**src/design/shs_defs.svh**
```systemverilog
// Constants for the servo homing sequencer: APB offsets, fields, resets.
// Assumes inclusion by bare name from the package and design module.
`ifndef SHS_DEFS_SVH
`define SHS_DEFS_SVH

// ----------------------------------------------------------------
// Register byte offsets
// ----------------------------------------------------------------
`define SHS_CFG_OFS 12'h000
`define SHS_SPEED_OFS 12'h004
`define SHS_SHIFT_OFS 12'h008
`define SHS_REVAMT_OFS 12'h00C
`define SHS_STOPPER_OFS 12'h010
`define SHS_STATUS_OFS 12'h014
`define SHS_POS_OFS 12'h018

// ----------------------------------------------------------------
// Configuration fields
// ----------------------------------------------------------------
`define SHS_CFG_STARTDIR_LSB 0
`define SHS_CFG_POSTDIR_BIT 2
`define SHS_CFG_SHIFTREF_LSB 4
`define SHS_CFG_HOMEREF_LSB 8
`define SHS_CFG_EDGE_BIT 12
`define SHS_CFG_CREEPREV_BIT 13
`define SHS_CFG_RANGE_LSB 16
`define SHS_CFG_RST 32'h0000_0010

// ----------------------------------------------------------------
// Setting encodings and reset values
// ----------------------------------------------------------------
`define SHS_DIR_AUTO 2'h2
`define SHS_SREF_LS 3'h0
`define SHS_SREF_Z 3'h1
`define SHS_SREF_STOP 3'h5
`define SHS_HREF_LS 3'h0
`define SHS_HREF_Z 3'h3
`define SHS_SPEED_RST 32'h0032_01F4
`define SHS_SHIFT_RST 32'h0000_03E8
`define SHS_STOPPER_RST 32'h0000_0000

// Brief stop at the switch-release reversal and zero-speed pulse length
`define SHS_PAUSE_NS 40
`define SHS_CLK_NS 4
`define SHS_PAUSE_CYC ((`SHS_PAUSE_NS + `SHS_CLK_NS - 1) / `SHS_CLK_NS)

`endif

```
**src/design/shs_pkg.sv**
```systemverilog
// Types shared by the servo homing sequencer.
// Assumes shs_defs.svh is on the include path.
package shs_pkg;
	`include "shs_defs.svh"

	typedef enum logic [3:0] {
		SHS_IDLE = 4'b0000,
		SHS_FAST = 4'b0001,
		SHS_PAUSE = 4'b0010,
		SHS_CREEP = 4'b0011,
		SHS_SHIFT = 4'b0100,
		SHS_CONTACT = 4'b0101,
		SHS_DONE = 4'b0110,
		SHS_ABORT = 4'b0111,
		SHS_REVERSE = 4'b1000
	} shs_state_t;
endpackage

```
**src/design/shs_homing_seq.sv**
```systemverilog
// Homing sequencer: APB register slave plus homing state machine.
// Assumes all inputs synchronous to i_clock; position from encoder logic.
`timescale 1ns/1ps
`default_nettype none
`include "shs_defs.svh"

// Summary of operation
// Setting 2 picks direction from switch state
// Auto direction only for switch-based references
// Setting 2 forces reverse travel to zero
// Edge select: 0 rising, 1 trailing
// Request rising edge starts at homing speed, except Z reference at creep speed
// Switch release: brief stop, then creep
// First Z after switch: shift, stop, complete
// Reversal pulses zero-speed and in-position
// Start inside switch: reverse, creep on release
// Creep-reverse enable: reverse on switch entry
// Z reference: creep, shift after Z, complete
// Z reference overrides shift-reference setting
// Overtravel at start blocks Z homing
// Overtravel mid Z homing aborts, stops
// Stopper: limit torque, time detection interval
// Zero shift: finish at contact point
// Nonzero shift: back away, then finish
// Direction codes: 0 forward, 1 reverse
// Range 0 keeps home output on
// Forward increases position, reverse decreases
// Requests ignored while homing runs
module shs_homing_seq
	import shs_pkg::*;
#(
	parameter int POS_W = 32
)
(
	input wire logic i_clock,
	input wire logic i_rst_n,
	input wire logic psel,
	input wire logic penable,
	input wire logic pwrite,
	input wire logic [11:0] paddr,
	input wire logic [31:0] pwdata,
	output logic [31:0] prdata,
	output logic pready,
	output logic pslverr,
	input wire logic i_homing_request_input,
	input wire logic i_home_switch,
	input wire logic i_z_phase,
	input wire logic i_overtravel_limit,
	input wire logic i_stopper_contact,
	input wire logic [POS_W-1:0] i_position,
	output logic o_move,
	output logic o_dir_reverse,
	output logic o_creep,
	output logic [15:0] o_speed,
	output logic o_torque_limit_en,
	output logic [15:0] o_torque_limit,
	output logic o_zero_speed,
	output logic o_in_position_flag,
	output logic o_homing_complete,
	output logic o_home_position
);

	// ----------------------------------------------------------------
	// Register file
	// ----------------------------------------------------------------
	logic [31:0] cfg_r;
	logic [31:0] speed_r;
	logic [31:0] shift_r;
	logic [31:0] revamt_r;
	logic [31:0] stopper_r;
	logic [POS_W-1:0] home_pos_r;
	logic [1:0] start_direction_setting;
	logic post_reference_direction;
	logic [2:0] shift_reference_select;
	logic [2:0] homing_reference_select;
	logic switch_edge_select;
	logic creep_decel_reverse_enable;
	logic [15:0] home_detect_range;
	logic [15:0] homing_speed_setting;
	logic [15:0] creep_speed_setting;
	logic [31:0] home_shift_amount;
	logic [31:0] reverse_travel_amount;
	logic [15:0] stopper_detect_time;
	logic [15:0] stopper_torque_limit;

	assign start_direction_setting = cfg_r[`SHS_CFG_STARTDIR_LSB +: 2];
	assign post_reference_direction = cfg_r[`SHS_CFG_POSTDIR_BIT];
	assign shift_reference_select = cfg_r[`SHS_CFG_SHIFTREF_LSB +: 3];
	assign homing_reference_select = cfg_r[`SHS_CFG_HOMEREF_LSB +: 3];
	assign switch_edge_select = cfg_r[`SHS_CFG_EDGE_BIT];
	assign creep_decel_reverse_enable = cfg_r[`SHS_CFG_CREEPREV_BIT];
	assign home_detect_range = cfg_r[`SHS_CFG_RANGE_LSB +: 16];
	assign homing_speed_setting = speed_r[15:0];
	assign creep_speed_setting = speed_r[31:16];
	assign home_shift_amount = shift_r;
	assign stopper_detect_time = stopper_r[15:0];
	assign stopper_torque_limit = stopper_r[31:16];
	// Automatic start direction ignores the stored reverse amount
	assign reverse_travel_amount = (start_direction_setting == `SHS_DIR_AUTO)
		? 32'h0000_0000 : revamt_r;

	wire wr_en = psel && penable && pwrite;
	wire rd_sel = psel && !pwrite;
	wire hit_cfg = (paddr == `SHS_CFG_OFS);
	wire hit_speed = (paddr == `SHS_SPEED_OFS);
	wire hit_shift = (paddr == `SHS_SHIFT_OFS);
	wire hit_revamt = (paddr == `SHS_REVAMT_OFS);
	wire hit_stopper = (paddr == `SHS_STOPPER_OFS);
	wire hit_status = (paddr == `SHS_STATUS_OFS);
	wire hit_pos = (paddr == `SHS_POS_OFS);
	wire hit_any = hit_cfg | hit_speed | hit_shift | hit_revamt |
		hit_stopper | hit_status | hit_pos;

	shs_state_t state_r;
	shs_state_t state_nxt;
	logic [31:0] status_word;
	logic [31:0] pos_word;

	assign pready = 1'b1;
	assign pslverr = psel && penable && !hit_any;
	assign pos_word = 32'(home_pos_r);
	assign status_word = {16'h0000, 4'h0, state_r, 4'h0,
		o_homing_complete, o_home_position, o_dir_reverse, o_move};
	assign prdata = !rd_sel ? 32'h0000_0000 :
		hit_cfg ? cfg_r :
		hit_speed ? speed_r :
		hit_shift ? shift_r :
		hit_revamt ? reverse_travel_amount :
		hit_stopper ? stopper_r :
		hit_status ? status_word :
		hit_pos ? pos_word : 32'h0000_0000;

	always_ff @(posedge i_clock or negedge i_rst_n)
	begin
		if (!i_rst_n)
		begin
			cfg_r <= `SHS_CFG_RST;
			speed_r <= `SHS_SPEED_RST;
			shift_r <= `SHS_SHIFT_RST;
			revamt_r <= 32'h0000_0000;
			stopper_r <= `SHS_STOPPER_RST;
		end
		else if (wr_en)
		begin
			if (hit_cfg)
				cfg_r <= pwdata;
			if (hit_speed)
				speed_r <= pwdata;
			if (hit_shift)
				shift_r <= pwdata;
			if (hit_revamt)
				revamt_r <= pwdata;
			if (hit_stopper)
				stopper_r <= pwdata;
		end
	end

	// ----------------------------------------------------------------
	// Input edges and profile decode
	// ----------------------------------------------------------------
	logic req_d_r;
	logic ls_d_r;
	logic z_d_r;
	wire req_rise = i_homing_request_input && !req_d_r;
	wire ls_rise = i_home_switch && !ls_d_r;
	wire ls_fall = !i_home_switch && ls_d_r;
	wire z_rise = i_z_phase && !z_d_r;
	// Edge relative to homing direction: 0 rising, 1 trailing
	wire ls_sel_edge = switch_edge_select ? ls_fall : ls_rise;

	wire z_ref = (homing_reference_select == `SHS_HREF_Z);
	// Z reference overrides the shift-reference choice
	wire stop_ref = !z_ref &&
		(shift_reference_select == `SHS_SREF_STOP);
	wire shift_on_z = z_ref ||
		(shift_reference_select == `SHS_SREF_Z);
	wire auto_ok = (shift_reference_select == `SHS_SREF_LS) ||
		((shift_reference_select == `SHS_SREF_Z) &&
		(homing_reference_select == `SHS_HREF_LS));
	wire auto_dir = (start_direction_setting == `SHS_DIR_AUTO);
	// 0 forward, 1 reverse; inside switch start opposite to homing dir
	wire start_rev = (auto_dir && auto_ok) ?
		(i_home_switch ? !post_reference_direction
		: post_reference_direction)
		: auto_dir ? post_reference_direction
		: start_direction_setting[0];

	// ----------------------------------------------------------------
	// Sequencer
	// ----------------------------------------------------------------
	logic dir_r;
	logic dir_nxt;
	logic found_r;
	logic found_nxt;
	logic [31:0] cnt_r;
	logic [31:0] cnt_nxt;
	logic [7:0] pulse_r;
	logic [7:0] pulse_nxt;
	logic [POS_W-1:0] anchor_r;
	logic [POS_W-1:0] anchor_nxt;
	logic [POS_W-1:0] travel;
	logic done_r;
	logic done_nxt;
	wire [7:0] pause_cyc = 8'(`SHS_PAUSE_CYC);
	wire shift_zero = (home_shift_amount == 32'h0000_0000);
	wire shift_reached = (travel >= POS_W'(home_shift_amount));
	// Forward counts up, reverse counts down
	assign travel = dir_r ? (anchor_r - i_position)
		: (i_position - anchor_r);

	always_comb
	begin
		state_nxt = state_r;
		dir_nxt = dir_r;
		found_nxt = found_r;
		cnt_nxt = cnt_r;
		pulse_nxt = (pulse_r != 8'h00) ? pulse_r - 8'h01 : 8'h00;
		anchor_nxt = anchor_r;
		done_nxt = done_r;
		case (state_r)
			SHS_IDLE, SHS_DONE, SHS_ABORT:
			begin
				// Only idle, complete or aborted states take a request
				if (req_rise)
				begin
					if (z_ref && i_overtravel_limit)
						state_nxt = SHS_ABORT;
					else
					begin
						done_nxt = 1'b0;
						found_nxt = 1'b0;
						dir_nxt = start_rev;
						state_nxt = z_ref ? SHS_CREEP : SHS_FAST;
					end
				end
			end
			SHS_FAST:
			begin
				if (stop_ref && i_stopper_contact)
				begin
					cnt_nxt = 32'(stopper_detect_time);
					state_nxt = SHS_CONTACT;
				end
				else if (!stop_ref && dir_r != post_reference_direction &&
					ls_fall)
				begin
					// Leaving switch against homing dir: stop, turn round
					cnt_nxt = {24'h000000, pause_cyc};
					state_nxt = SHS_REVERSE;
				end
				else if (!stop_ref && dir_r == post_reference_direction &&
					ls_rise && creep_decel_reverse_enable)
				begin
					dir_nxt = !dir_r;
					pulse_nxt = pause_cyc;
					state_nxt = SHS_FAST;
				end
				else if (!stop_ref && dir_r == post_reference_direction &&
					ls_sel_edge)
				begin
					found_nxt = 1'b1;
					state_nxt = SHS_CREEP;
				end
			end
			SHS_REVERSE:
			begin
				pulse_nxt = pause_cyc;
				if (cnt_r == 32'h0000_0000)
				begin
					dir_nxt = post_reference_direction;
					state_nxt = SHS_CREEP;
				end
				else
					cnt_nxt = cnt_r - 32'h0000_0001;
			end
			SHS_CREEP:
			begin
				if (ls_sel_edge || ls_rise)
					found_nxt = 1'b1;
				if (z_ref && i_overtravel_limit)
					state_nxt = SHS_ABORT;
				else if ((z_ref || found_r) &&
					(shift_on_z ? z_rise : 1'b1))
				begin
					anchor_nxt = i_position;
					state_nxt = SHS_SHIFT;
				end
			end
			SHS_SHIFT:
			begin
				if (z_ref && i_overtravel_limit)
					state_nxt = SHS_ABORT;
				else if (shift_reached)
				begin
					done_nxt = 1'b1;
					state_nxt = SHS_DONE;
				end
			end
			SHS_CONTACT:
			begin
				if (cnt_r != 32'h0000_0000)
					cnt_nxt = cnt_r - 32'h0000_0001;
				else if (shift_zero)
				begin
					done_nxt = 1'b1;
					state_nxt = SHS_DONE;
				end
				else
				begin
					// Back away from the stopper
					dir_nxt = !dir_r;
					anchor_nxt = i_position;
					state_nxt = SHS_SHIFT;
				end
			end
			default:
				state_nxt = SHS_IDLE;
		endcase
	end

	always_ff @(posedge i_clock or negedge i_rst_n)
	begin
		if (!i_rst_n)
		begin
			state_r <= SHS_IDLE;
			dir_r <= 1'b0;
			found_r <= 1'b0;
			cnt_r <= 32'h0000_0000;
			pulse_r <= 8'h00;
			anchor_r <= '0;
			done_r <= 1'b0;
			home_pos_r <= '0;
			req_d_r <= 1'b0;
			ls_d_r <= 1'b0;
			z_d_r <= 1'b0;
		end
		else
		begin
			state_r <= state_nxt;
			dir_r <= dir_nxt;
			found_r <= found_nxt;
			cnt_r <= cnt_nxt;
			pulse_r <= pulse_nxt;
			anchor_r <= anchor_nxt;
			done_r <= done_nxt;
			req_d_r <= i_homing_request_input;
			ls_d_r <= i_home_switch;
			z_d_r <= i_z_phase;
			if (done_nxt && !done_r)
				home_pos_r <= i_position;
		end
	end

	// ----------------------------------------------------------------
	// Outputs
	// ----------------------------------------------------------------
	wire moving = (state_r == SHS_FAST) || (state_r == SHS_CREEP) ||
		(state_r == SHS_SHIFT);
	wire slow = (state_r == SHS_CREEP) || (state_r == SHS_SHIFT) ||
		found_r;
	wire near_home = ((i_position - home_pos_r) <= POS_W'(home_detect_range))
		|| ((home_pos_r - i_position) <= POS_W'(home_detect_range));

	assign o_move = moving;
	assign o_dir_reverse = dir_r;
	assign o_creep = moving && slow;
	assign o_speed = !moving ? 16'h0000 :
		slow ? creep_speed_setting : homing_speed_setting;
	assign o_torque_limit_en = (state_r == SHS_CONTACT);
	assign o_torque_limit = o_torque_limit_en ? stopper_torque_limit
		: 16'h0000;
	assign o_zero_speed = !moving || (pulse_r != 8'h00);
	assign o_in_position_flag = done_r || (pulse_r != 8'h00);
	assign o_homing_complete = done_r;
	// Range zero keeps the output on after completion
	assign o_home_position = done_r &&
		((home_detect_range == 16'h0000) || near_home);

endmodule
`default_nettype wire

```
**config.mk**
```make
export PLATFORM = sky130hd
export DESIGN_NAME = shs_homing_seq
export DESIGN_NICKNAME = d
export VERILOG_FILES = /design/src/design/shs_pkg.sv /design/src/design/shs_homing_seq.sv
export VERILOG_INCLUDE_DIRS = /design/src /design/src/design
export SDC_FILE = /design/constraint.sdc
export NUM_CORES = 1
export LEC_CHECK = 0
export CAP_MARGIN = 25
export CORE_MARGIN = 2
export CORE_UTILIZATION = 50
export CTS_CLUSTER_DIAMETER = 60
export DETAILED_ROUTE_END_ITERATION = 7
export DONT_BUFFER_PORTS = 1
export GPL_TIMING_DRIVEN = 0
export HOLD_SLACK_MARGIN = 0.15
export MAX_ROUTING_LAYER = met4
export SYNTH_ARGS = -nofsm -noshare
export SYNTH_HDL_FRONTEND = slang
export SYNTH_SLANG_ARGS = --single-unit
```
**constraint.sdc**
```tcl
create_clock -name i_clock -period 9.7 [get_ports i_clock]
set_clock_uncertainty 0.1 [all_clocks]
set_input_delay 2.425 -clock i_clock [delete_from_list [all_inputs] [get_ports i_clock]]
set_output_delay 2.425 -clock i_clock [all_outputs]
set_load 0.02 [all_outputs]
```
==> run metrics <==
CTS buffer count 38; CTS clock-pin slew for the worst setup and hold paths 0.06 ns; Detailed Place HPWL 64.6 mm; CTS H-tree depth 2; hold path cells 1; Slew Limit Headroom 30.5%; Yosys warning total 0; flop2flop setup slack 1.47 ns; RR Endpoint home_pos_r[7]$_DFFE_PN0P_; commonest non-fill, non-tap cell in the layout nand2_1; CP Max Fanout 10; Hold Crit Endpoint pulse_r[0]$_DFF_PN0_; VDD IR max 0.219 mV; Pre-Repair DR Iteration Count 6; Leakage Power 0.0110 uW; FF-to-FF Start o_dir_reverse$_DFFE_PN0P_; # clock sinks 274; largest net degree at the start of global routing 275; synthesized net count 2735; Post-Place Setup Slack -0.869 ns; Avg Synthesized Cell Area 8.57 sq um; final setup violation count 0; Hold Buf Count CTS 0; Post-Syn Area 21000 sq um; fmax 104 MHz; Tmin final 9.58 ns; cell area power density 225 nW/um^2; status finished clean; biggest area consumer among synthesized cells dfrtp_1; Initial DRC Count 2204; Post-synth EDFFs 0; CTS tree done; gate count after technology mapping 2455; dpl cells 3001; FF+latch count, synth 274; I/O Buffers 0; Skew-Pair Late Insertion Delay 0.58 ns; WHS 0.387 ns; GPL Wtd Cong 0.993; Synth top area share 30.7%; Final period util 98.8%; hold_sp pulse_r[0]$_DFF_PN0_; layout net count 2788; clock root buffer clkbuf_16; sequential share of the synthesized area 32.7%; DIE AREA 43700 sq um; Tightest Hold Check Type reg2reg; Core Region 41800 sq um; commonest cells after routing, fill and taps aside nand2_1 (263), dfrtp_1 (258), a21oi_1 (217); vias post-DR 19803; clock buffer depth 3; GRT overflow 0; Rows 75; crit path capture type primary output; max-slew violations 0; layout cells sized above 1 11.2%; crit path kind in2out; worst setup margin 0.117 ns; vias in the first global route 19137; antenna violations before repair 2; Non-Filler Instances 3077; vias per cell 6.44; area growth from synthesis to layout 10.6%; Detailed Route WL 81.3 mm; post-layout util 55.7%; Max-Cap Viols 0; Avg WL per Cell 26.4 um; WP data required 7.18 ns; height of the die 209 um; GRT Util Overall 37.9%; Die W 209 um; ranking of synthesized cells by area dfrtp_1 (31%), ha_1 (11%), mux2_2 (6.3%); Initial Utilization 50.4%; Synth Flop Type dfrtp_1; reg2reg path depth 19; IO Count 160; Cell variety after synth 89; Worst Max-Slew Pin Slew 1.04 ns; crit path DAT 7.06 ns; Critical Path Start Type input pin; final hold violation count 0; ys async rst share 100%; first-pass GRT wire length 121 mm; Post-route DRC 0; Final ANT Viol Nets 0
[cell usage after synthesis (all sizes together), types with 29 or more instances]
master  count
a22oi      29
a21o       73
o21ai     212
a31oi      31
and2       29
xor2       34
mux2      118
ha        190
xnor2      59
nand2     264
clkbuf    103
nand3      42
nor3       43
dfrtp     258
a21oi     222
mux2i      38
nor2      154
inv       175
[report_power, final]
part / internal (uW) / switching [uW]
sequential: 1290 / 129
combinational: 794 / 1580
clock: 867 / 576
total: 2950 / 2280
[kinds of logic (layout without fill, tap and decap cells)]
| family | count (synthesis) | in the layout | share of synthesized area (%) |
|---|---|---|---|
| XOR/XNOR | 93 | 93 | 3.87 |
| AND/OR/NAND/NOR | 678 | 678 | 15.1 |
| other | 1 | 3 | 0.0178 |
| buffers and inverters | 300 | 381 | 5.76 |
| AO/OA/AOI/OAI | 759 | 759 | 22.8 |
| flip-flops | 274 | 274 | 32.7 |
| multiplexers | 156 | 156 | 8.13 |
| adder cells (fa/ha/maj) | 194 | 194 | 11.7 |
[cell type report]
type                       count  area (sq um)
multi-input combinational   1881         13100
clock buffer                  48          1070
fill                        3918         18500
sequential                   274          6880
tap                          539           674
clock inverter                20           221
inverter                     176           676
timing repair buffer          17           139
buffer                       120           543
antenna                        2          5.00
[worst max-delay path by stage]
stage                            to          start  slack [ns]  cells past startpoint
after floorplan           prdata[2]  i_position[5]        0.49                     20
after global placement    prdata[2]  i_position[5]       -0.88                     20
after detailed placement  prdata[2]  i_position[5]       -0.87                     20
after CTS                 prdata[2]  i_position[5]        0.01                     20
after global routing      prdata[2]  i_position[4]       -0.03                     20
final                     prdata[2]  i_position[4]        0.12                     20
[what timing repair did]
item	CTS	global route
gates resized for setup	6	21
setup endpoints to repair	2	2
buffers inserted	2	8
pin swaps	3	11
[flip-flops by register name (all words and copies together) (netlist names), 4 cells and up]
register           cells
home_shift_amount     32
revamt_r              32
state_r                4
cnt_r                 32
home_pos_r            32
pulse_r                8
stopper_r             32
cfg_r                 32
speed_r               32
anchor_r              32
[layer usage]
layer  track usage, %  share of wire (%)  vias up
met4             13.8                4.1        0
met5                -                  0        -
met3             6.46                8.4      170
met2             58.1                 45      980
met1             50.6                 43     9729
li1                 -                  -     8924
[per-stage QoR]
stage / power [uW] / cell area (sq um) / TNS [ns]
after global placement: 3670 / 21700 / -1.86
final: 5230 / 23300 / 0
after CTS: 5190 / 23100 / 0
after detailed placement: 3730 / 21800 / -1.44
after floorplan: 2990 / 21000 / 0
after global routing: 5540 / 23300 / -0.0322
[critical path, stage by stage]
cell and delay [ns]:
clkinvlp_4 0.10, ha_1 0.33, clkbuf_2 0.25, nand4_1 0.12, a21oi_1 0.28, nor2_2 0.13
o21ai_2 0.27, xor2_1 0.27, ha_1 0.32, nand4_1 0.16, or3_1 0.16, a21oi_1 0.08
a2111oi_4 0.33, o221ai_1 0.16, a211o_1 0.31, or4_4 0.52, o41ai_4 0.22, buf_4 0.20
a31oi_2 0.12, o21ai_2 0.31
Note: power is estimated with default switching activity, not from simulation.
